$ cat src/verilog/gpb_pkg.sv
// Constants, register map and pin masks of the general-purpose pin bank

`default_nettype none

package gpb_pkg;

    // ******************************************************
    // Register map, byte addresses
    // ******************************************************
    localparam logic [7:0] OFS_USE_LO = 8'h00;
    localparam logic [7:0] OFS_DIR_LO = 8'h04;
    localparam logic [7:0] OFS_LEVEL_LO = 8'h08;
    localparam logic [7:0] OFS_USE_HI = 8'h0c;
    localparam logic [7:0] OFS_DIR_HI = 8'h10;
    localparam logic [7:0] OFS_LEVEL_HI = 8'h14;
    localparam logic [7:0] OFS_BLINK = 8'h18;
    localparam logic [7:0] OFS_STICKY_LO = 8'h1c;
    localparam logic [7:0] OFS_STICKY_HI = 8'h20;
    localparam logic [7:0] OFS_ROUTE = 8'h24;

    // ******************************************************
    // Pin classes, bit n is pin n
    // ******************************************************
    localparam logic [49:0] PINS_UNIMPL = 50'h0_fcf8_0040_0000;
    localparam logic [49:0] PINS_OUT_ONLY = 50'h3_0000_00bf_0000;
    localparam logic [49:0] PINS_IN_ONLY = 50'h0_0300_e400_ffff;
    localparam logic [49:0] PINS_BIDIR = 50'h0_0007_1b00_0000;
    localparam logic [49:0] PINS_ALT = 50'h3_0300_e403_ce3f;

    // ******************************************************
    // Field positions and reset values
    // ******************************************************
    localparam int OD_PIN = 49;
    localparam int BLINK_PIN_A = 18;
    localparam int BLINK_PIN_B = 19;
    localparam int ROUTE_EN_LSB = 0;
    localparam int ROUTE_SEL_LSB = 16;
    localparam logic [49:0] RST_USE = 50'h3_ffff_ffff_ffff;
    localparam logic [49:0] RST_DIR = 50'h3_ffff_ffff_ffff;
    localparam logic [49:0] RST_LEVEL = 50'h0_0000_0000_0000;
    localparam logic [31:0] RST_BLINK = 32'h0004_0000;
    localparam logic [31:0] RST_ROUTE = 32'h0000_0000;

    // ******************************************************
    // Timing
    // ******************************************************
    localparam int CLK_HZ = 10_000_000;
    localparam int BLINK_HALF_MS = 500;
    localparam int BLINK_HALF_CYCLES = BLINK_HALF_MS * (CLK_HZ / 1000);

    typedef enum logic {BUS_IDLE, BUS_ACK} gpb_bus_state_t;

endpackage : gpb_pkg

`default_nettype wire
$ cat src/verilog/gpb_pin_bank.sv
// General-purpose pin bank with Avalon-MM register slave
`timescale 1ns/1ps
`default_nettype none

module gpb_pin_bank #(
    parameter int BLINK_HALF_CYCLES = gpb_pkg::BLINK_HALF_CYCLES
) (
    input wire logic core_clk,
    input wire logic rstn,
    input wire logic [7:0] avs_address,
    input wire logic avs_read,
    input wire logic avs_write,
    input wire logic [31:0] avs_writedata,
    input wire logic [3:0] avs_byteenable,
    output logic [31:0] avs_readdata,
    output logic avs_waitrequest,
    input wire logic [49:0] pinIn,
    output logic [49:0] pinOut,
    output logic [49:0] pinOe,
    input wire logic [49:0] altOut,
    output logic [49:0] altIn,
    input wire logic pciSampleTick,
    input wire logic rtcSampleTick,
    input wire logic sleepState,
    output logic smiEvent,
    output logic sciEvent
);

    // ******************************************************
    // State
    // ******************************************************
    gpb_pkg::gpb_bus_state_t busState_reg;
    logic waitreq_reg;
    logic [31:0] readdata_reg;
    logic [49:0] use_reg;
    logic [49:0] dir_reg;
    logic [49:0] level_reg;
    logic [49:0] samp_reg;
    logic [49:0] sampPrev_reg;
    logic [49:0] sticky_reg;
    logic [49:0] sticky_next;
    logic [31:0] blink_reg;
    logic [31:0] route_reg;
    logic [31:0] blinkCnt_reg;
    logic blinkPhase_reg;
    logic [49:0] pinOut_reg;
    logic [49:0] pinOe_reg;
    logic [49:0] altIn_reg;
    logic smi_reg;
    logic sci_reg;

    logic accept;
    logic wrAccept;
    logic sampleTick;
    logic [31:0] readValue;
    logic [49:0] isInput;
    logic [49:0] isOutput;
    logic [49:0] pinState;
    logic [49:0] outValue;
    logic [49:0] pinOut_next;
    logic [49:0] pinOe_next;
    logic [15:0] routeEn;
    logic [15:0] routeSci;

    // ******************************************************
    // Helpers
    // ******************************************************
    // Byte-lane merge of a write into the low or high word of a pin vector
    function automatic logic [49:0] merge50(
        input logic [49:0] oldv,
        input logic hi,
        input logic [31:0] wd,
        input logic [3:0] be
    );
        logic [31:0] m;
        logic [49:0] mask;
        logic [49:0] data;
        m = {{8{be[3]}}, {8{be[2]}}, {8{be[1]}}, {8{be[0]}}};
        mask = hi ? {m[17:0], 32'h0000_0000} : {18'h0_0000, m};
        data = hi ? {wd[17:0], 32'h0000_0000} : {18'h0_0000, wd};
        merge50 = (oldv & ~mask) | (data & mask);
    endfunction : merge50

    function automatic logic [31:0] merge32(
        input logic [31:0] oldv,
        input logic [31:0] wd,
        input logic [3:0] be
    );
        logic [31:0] m;
        m = {{8{be[3]}}, {8{be[2]}}, {8{be[1]}}, {8{be[0]}}};
        merge32 = (oldv & ~m) | (wd & m);
    endfunction : merge32

    // ******************************************************
    // Avalon-MM slave: one wait cycle, then answer
    // ******************************************************
    assign accept = (busState_reg == gpb_pkg::BUS_ACK) && (avs_read || avs_write);
    assign wrAccept = accept && avs_write;

    always_ff @(posedge core_clk or negedge rstn)
    begin
        if (!rstn)
        begin
            busState_reg <= gpb_pkg::BUS_IDLE;
            waitreq_reg <= 1'b1;
            readdata_reg <= 32'h0000_0000;
        end
        else
        begin
            case (busState_reg)
                gpb_pkg::BUS_IDLE:
                begin
                    if (avs_read || avs_write)
                    begin
                        busState_reg <= gpb_pkg::BUS_ACK;
                        waitreq_reg <= 1'b0;
                        readdata_reg <= avs_read ? readValue : 32'h0000_0000;
                    end
                end
                gpb_pkg::BUS_ACK:
                begin
                    busState_reg <= gpb_pkg::BUS_IDLE;
                    waitreq_reg <= 1'b1;
                end
                default:
                begin
                    busState_reg <= gpb_pkg::BUS_IDLE;
                    waitreq_reg <= 1'b1;
                end
            endcase
        end
    end

    assign avs_waitrequest = waitreq_reg;
    assign avs_readdata = readdata_reg;

    // ******************************************************
    // Pin classes
    // ******************************************************
    // Unimplemented pins are in neither class, so they never drive or sample
    assign isInput = gpb_pkg::PINS_IN_ONLY | (gpb_pkg::PINS_BIDIR & dir_reg);
    assign isOutput = gpb_pkg::PINS_OUT_ONLY | (gpb_pkg::PINS_BIDIR & ~dir_reg);
    assign pinState = ((isOutput & level_reg) | (isInput & samp_reg))
        & ~gpb_pkg::PINS_UNIMPL;

    always_comb
    begin
        case (avs_address)
            gpb_pkg::OFS_USE_LO: readValue = use_reg[31:0];
            gpb_pkg::OFS_USE_HI: readValue = {14'h0000, use_reg[49:32]};
            gpb_pkg::OFS_DIR_LO: readValue = dir_reg[31:0];
            gpb_pkg::OFS_DIR_HI: readValue = {14'h0000, dir_reg[49:32]};
            gpb_pkg::OFS_LEVEL_LO: readValue = pinState[31:0];
            gpb_pkg::OFS_LEVEL_HI: readValue = {14'h0000, pinState[49:32]};
            gpb_pkg::OFS_BLINK: readValue = blink_reg;
            gpb_pkg::OFS_STICKY_LO: readValue = sticky_reg[31:0];
            gpb_pkg::OFS_STICKY_HI: readValue = {14'h0000, sticky_reg[49:32]};
            gpb_pkg::OFS_ROUTE: readValue = route_reg;
            default: readValue = 32'h0000_0000;
        endcase
    end

    // ******************************************************
    // Software control registers
    // ******************************************************
    always_ff @(posedge core_clk or negedge rstn)
    begin
        if (!rstn)
        begin
            use_reg <= gpb_pkg::RST_USE;
            dir_reg <= gpb_pkg::RST_DIR;
            level_reg <= gpb_pkg::RST_LEVEL;
            blink_reg <= gpb_pkg::RST_BLINK;
            route_reg <= gpb_pkg::RST_ROUTE;
        end
        else if (wrAccept)
        begin
            case (avs_address)
                gpb_pkg::OFS_USE_LO:
                    use_reg <= merge50(use_reg, 1'b0, avs_writedata, avs_byteenable);
                gpb_pkg::OFS_USE_HI:
                    use_reg <= merge50(use_reg, 1'b1, avs_writedata, avs_byteenable);
                gpb_pkg::OFS_DIR_LO:
                    dir_reg <= merge50(dir_reg, 1'b0, avs_writedata, avs_byteenable);
                gpb_pkg::OFS_DIR_HI:
                    dir_reg <= merge50(dir_reg, 1'b1, avs_writedata, avs_byteenable);
                gpb_pkg::OFS_LEVEL_LO:
                    level_reg <= merge50(level_reg, 1'b0, avs_writedata, avs_byteenable);
                gpb_pkg::OFS_LEVEL_HI:
                    level_reg <= merge50(level_reg, 1'b1, avs_writedata, avs_byteenable);
                gpb_pkg::OFS_BLINK:
                    blink_reg <= merge32(blink_reg, avs_writedata, avs_byteenable);
                gpb_pkg::OFS_ROUTE:
                    route_reg <= merge32(route_reg, avs_writedata, avs_byteenable);
                default:
                begin
                end
            endcase
        end
    end

    // ******************************************************
    // Input sampling and sticky status
    // ******************************************************
    // Sampling strobe follows the power state
    assign sampleTick = sleepState ? rtcSampleTick : pciSampleTick;

    always_ff @(posedge core_clk or negedge rstn)
    begin
        if (!rstn)
        begin
            samp_reg <= 50'h0_0000_0000_0000;
            sampPrev_reg <= 50'h0_0000_0000_0000;
        end
        else if (sampleTick)
        begin
            samp_reg <= pinIn & ~gpb_pkg::PINS_UNIMPL;
            sampPrev_reg <= samp_reg;
        end
    end

    // Set beats a same-cycle write-one clear, so no event is lost
    always_comb
    begin
        sticky_next = sticky_reg;
        if (wrAccept && (avs_address == gpb_pkg::OFS_STICKY_LO))
        begin
            sticky_next = sticky_reg
                & ~merge50(50'h0_0000_0000_0000, 1'b0, avs_writedata, avs_byteenable);
        end
        if (wrAccept && (avs_address == gpb_pkg::OFS_STICKY_HI))
        begin
            sticky_next = sticky_reg
                & ~merge50(50'h0_0000_0000_0000, 1'b1, avs_writedata, avs_byteenable);
        end
        sticky_next = sticky_next | (samp_reg & sampPrev_reg & isInput);
    end

    always_ff @(posedge core_clk or negedge rstn)
    begin
        if (!rstn)
        begin
            sticky_reg <= 50'h0_0000_0000_0000;
        end
        else
        begin
            sticky_reg <= sticky_next;
        end
    end

    // ******************************************************
    // Interrupt routing of inputs 15..0
    // ******************************************************
    // One select bit per input makes routing to both impossible
    assign routeEn = route_reg[gpb_pkg::ROUTE_EN_LSB +: 16];
    assign routeSci = route_reg[gpb_pkg::ROUTE_SEL_LSB +: 16];

    always_ff @(posedge core_clk or negedge rstn)
    begin
        if (!rstn)
        begin
            smi_reg <= 1'b0;
            sci_reg <= 1'b0;
        end
        else
        begin
            smi_reg <= |(sticky_reg[15:0] & routeEn & ~routeSci);
            sci_reg <= |(sticky_reg[15:0] & routeEn & routeSci);
        end
    end

    assign smiEvent = smi_reg;
    assign sciEvent = sci_reg;

    // ******************************************************
    // Blink divider
    // ******************************************************
    // Slow rate is a trade for a wide counter; shorten the parameter in simulation
    always_ff @(posedge core_clk or negedge rstn)
    begin
        if (!rstn)
        begin
            blinkCnt_reg <= 32'h0000_0000;
            blinkPhase_reg <= 1'b0;
        end
        else if (blinkCnt_reg >= 32'(BLINK_HALF_CYCLES - 1))
        begin
            blinkCnt_reg <= 32'h0000_0000;
            blinkPhase_reg <= ~blinkPhase_reg;
        end
        else
        begin
            blinkCnt_reg <= blinkCnt_reg + 32'h0000_0001;
        end
    end

    // ******************************************************
    // Pin drive
    // ******************************************************
    always_comb
    begin
        outValue = level_reg;
        if (blink_reg[gpb_pkg::BLINK_PIN_A])
        begin
            outValue[gpb_pkg::BLINK_PIN_A] = blinkPhase_reg;
        end
        if (blink_reg[gpb_pkg::BLINK_PIN_B])
        begin
            outValue[gpb_pkg::BLINK_PIN_B] = blinkPhase_reg;
        end
        // Cleared select bit hands alternate-capable pins to their function
        outValue = (outValue & (use_reg | ~gpb_pkg::PINS_ALT))
            | (altOut & ~use_reg & gpb_pkg::PINS_ALT);
        pinOut_next = outValue & isOutput;
        pinOe_next = isOutput;
        // Open-drain pin only ever pulls low
        pinOut_next[gpb_pkg::OD_PIN] = 1'b0;
        pinOe_next[gpb_pkg::OD_PIN] = ~outValue[gpb_pkg::OD_PIN];
    end

    always_ff @(posedge core_clk or negedge rstn)
    begin
        if (!rstn)
        begin
            pinOut_reg <= 50'h0_0000_0000_0000;
            pinOe_reg <= 50'h0_0000_0000_0000;
            altIn_reg <= 50'h0_0000_0000_0000;
        end
        else
        begin
            pinOut_reg <= pinOut_next;
            pinOe_reg <= pinOe_next;
            // Alternate inputs idle high when their pin stays general purpose
            altIn_reg <= gpb_pkg::PINS_ALT & gpb_pkg::PINS_IN_ONLY
                & (samp_reg | use_reg);
        end
    end

    assign pinOut = pinOut_reg;
    assign pinOe = pinOe_reg;
    assign altIn = altIn_reg;

endmodule : gpb_pin_bank

`default_nettype wire

$ cat config.mk
export PLATFORM = sky130hd
export DESIGN_NAME = gpb_pin_bank
export DESIGN_NICKNAME = d
export VERILOG_FILES = /design/src/verilog/gpb_pkg.sv /design/src/verilog/gpb_pin_bank.sv
export SDC_FILE = /design/constraint.sdc
export NUM_CORES = 1
export LEC_CHECK = 0
export BUFFER_PORTS_ARGS = -buffer_cell sky130_fd_sc_hd__buf_2
export CAP_MARGIN = 20
export CORE_ASPECT_RATIO = 1.1
export CORE_UTILIZATION = 54
export CTS_BUF_LIST = sky130_fd_sc_hd__clkbuf_4 sky130_fd_sc_hd__clkbuf_8
export CTS_CLUSTER_DIAMETER = 100
export DETAILED_ROUTE_END_ITERATION = 7
export GPL_TIMING_DRIVEN = 0
export PLACE_DENSITY = 0.82
export SLEW_MARGIN = 10
export SYNTH_ARGS = -nofsm -noshare
export SYNTH_HDL_FRONTEND = slang
export SYNTH_SLANG_ARGS = --single-unit
$ cat constraint.sdc
create_clock -name core_clk -period 5 [get_ports core_clk]
set_input_delay 0.75 -clock core_clk [delete_from_list [all_inputs] [get_ports core_clk]]
set_output_delay 0.75 -clock core_clk [all_outputs]
set_load 0.01 [all_outputs]
==> impl_metrics.ini <==
[synthesis]
synth_warnings = 0
yosys.area.top_type = dfrtp_1
avgSynthCellArea_um2 = 12.45
ys.flop_type = dfrtp_1
synth-async-reset-ratio_pct = 100.0
syn_inst = 1468
synth_area_leaders = dfrtp_1 41%, dfstp_2 15%, mux2_2 14%
synth_top_area_share_pct = 40.53
ys_seq_area_share_pct = 55.20
synth_seq_cells = 398
synth_area_um2 = 18270
synthDistinctLibCells = 70
synth-edff-count = 0

[die]
die_h_um = 194.9
die_area_um2 = 34580
start_util_pct = 54.91
std_cell_rows = 70
core_um2 = 33280
pin_count = 336
die_w_um = 177.4

[cts]
ctsResizeCount = 0
cts_setup_buffers = 0
cts_tree = done
clkTransAtPathRegs_ps = 60
insertion_delay_ps = 630
h-tree-depth = 2
cts_root_buf = clkbuf_8
cts_made_buffers = 60
cts_max_path_buffers = 3
holdBufCountCts = 0
numClockSinks = 398

[timing]
min_period_ps = 3185
rsz0062_at_grt = no
finClkSkew_ps = 15.13
setup_viol = 0
min_period_over_period_pct = 63.71
fin_worst_hold_slack_ps = 106.8
worstMarginPinSlew_ps = 1033
tns_ps = 0
slew_violations = 0
hold_viol_final = 0
clock.fmax_ghz = 0.3139
relSlewSlack_pct = 30.86

[pwr]
clkPwrFrac_pct = 41.9
combPwrFrac_pct = 8.6
p_seq_share_pct = 49.4
p_sw_uw = 1705
ir_drop_uv = 158.6
switching_share_pct = 24.38
p_leak_uw = 0.01005
p_int_uw = 5288
powerDensity_nw_per_um2 = 325.0

[drt]
routed_wl_um = 51200
drtPass1Iterations = 7
wirelength_met1_um = 19610
ant_nets = 0
vias = 13330
wl_per_cell_um = 22.36
met3WireLength_um = 4434
first_iter_violations = 1237
drt-vias-per-instance = 5.821
top_layer_used = met5
drcViolationCount = 0
wl_met2_um = 24520

[finish]
final_util_pct = 64.65
layout_common_cells = 296 x dfrtp_1, 233 x mux2_2, 180 x buf_2
area_delta_synth_final_pct = 17.74
layout_commonest_cell = dfrtp_1
fillers = 2489
design_area_um2 = 21520
layout-drive-gt1-share_pct = 44.53
nets = 1958

[global_routing]
grt_pass1_vias = 13420
antenna_found_initial = 4
grt_usage_pct = 29.95
grt_pass1_wl_um = 77650
globalRouteOverflowTotal = 0
grt_max_degree = 118

[place]
dp_hpwl_um = 36320
globalplace.congestion = 0.9858
place_area_um2 = 20150
port_buffers = 163

[worst_setup_path]
r2r-start = busState_reg$_DFF_PN0_
required_ps = 5470
crit_fanout = 10
cp_data_arrival_time_ps = 3650
critPathSlowestCell = a2111oi_0
path_buf_inv = 4
rr_worst_depth = 4
worst-setup-path-type = primary input to register
path_delay_family = buffers and inverters
crit_chain = buf_2 -> buf_6 -> clkbuf_1 -> clkbuf_1 -> mux2i_1 -> nor3_1 -> a2111oi_0 -> o21ai_0
endpoint_kind = register
cpPeakStageDelay_ps = 780
reg2reg_to = level_reg[19]$_DFFE_PN0P_
rrSetupSlack_ps = 2480
cp-start-kind = primary input
path_common_cell = clkbuf_1

[min_path]
hold_path_class = primary input to asynchronous set/reset pin

[flow_run]
maxCapViolCount = 0

[outcome]
run_status = completed
## worst max path at each step
stage | start | cells past startpoint | slack [ps] | endpoint
after CTS | avs_address[3] | 8 | 1970 | avs_readdata[14]$_DFFE_PN0P_
after global placement | rstn | 1 | -4220 | blinkCnt_reg[10]$_DFF_PN0_
final | avs_address[3] | 8 | 1810 | avs_readdata[14]$_DFFE_PN0P_
after floorplan | avs_address[3] | 6 | 2540 | level_reg[48]$_DFFE_PN0P_
after global routing | avs_address[3] | 8 | 1840 | avs_readdata[14]$_DFFE_PN0P_
after detailed placement | avs_address[3] | 8 | 1320 | avs_readdata[14]$_DFFE_PN0P_
## area by class of cell
cell class	count	area, um^2	area share, %
Antenna cell	1	2.502	0.01163
Buffer	169	1096	5.094
Clock buffer	98	1236	5.746
Clock inverter	15	131.4	0.6106
Inverter	11	41.29	0.1919
Multi-Input combinational cell	1000	7472	34.73
Sequential cell	398	10090	46.88
Tap cell	432	540.5	2.512
Timing Repair Buffer	166	908.4	4.222
## cell families (layout without fill, tap and decap cells)
logic type	after synthesis	in the layout	share of synthesized area [%]
AO/OA/AOI/OAI	225	225	8.860
XOR/XNOR	22	22	1.054
adder cells (fa/ha/maj)	1	1	0.06846
buffers and inverters	180	459	6.224
flip-flops	398	398	55.20
multiplexers	299	299	18.99
other	2	113	0.04110
AND/OR/NAND/NOR	341	341	9.565
## power groups by stage
stage,Combinational [uW],Sequential [uW],Clock [uW]
floorplan,335,3490,0
finish,603,3460,2930
global route,650,3470,3120
detailed placement,594,3510,0
CTS,597,3450,2970
global placement,571,3500,0
## metal layers
| layer | track usage [%] | up-vias |
|---|---|---|
| li1 | - | 5769 |
| met1 | 37.78 | 6649 |
| met2 | 47.80 | 717 |
| met3 | 6.944 | 188 |
| met4 | 15.89 | 6 |
| met5 | 0 | - |
## per-stage QoR
step / cells / worst slack, ps / total power (uW)
global placement: 2173 / -4216 / 4070
finish: 2290 / 1815 / 6993
detailed placement: 2176 / 1324 / 4102
floorplan: 1578 / 2538 / 3823
CTS: 2289 / 1974 / 7016
global route: 2290 / 1842 / 7239
## Yosys cell counts (all sizes together), types with 2 or more instances
| master | instances |
|---|---|
| a21boi | 21 |
| a32oi | 3 |
| a222oi | 9 |
| mux2i | 32 |
| o32ai | 2 |
| mux2 | 265 |
| nand3b | 3 |
| nand2 | 111 |
| and2 | 2 |
| xor2 | 15 |
| conb | 2 |
| nor4b | 4 |
| a211oi | 8 |
| a221o | 3 |
| a32o | 7 |
| a221oi | 7 |
| nand3 | 53 |
| a2111oi | 3 |
| nand4b | 2 |
| o21ai | 39 |
| a22oi | 16 |
| a22o | 44 |
| xnor2 | 7 |
| or4b | 5 |
| or3 | 8 |
| nor2 | 72 |
| dfrtp | 296 |
| nand4 | 9 |
| a21oi | 30 |
| mux4 | 2 |
| nor2b | 11 |
| clkbuf | 31 |
| nor3b | 2 |
| nor3 | 21 |
| o22ai | 22 |
| nor4 | 6 |
| nand2b | 3 |
| or4 | 3 |
| buf | 138 |
| and3 | 5 |
| dfstp | 102 |
| or2 | 18 |
| inv | 11 |
## worst reg2reg max path, stage by stage, from the launching register on
cell and delay, ps:
dfrtp_1 320, clkbuf_1 300, nand3_1 540, nor3_2 810, mux2_2 420
Note: power is estimated with default switching activity, not from simulation.
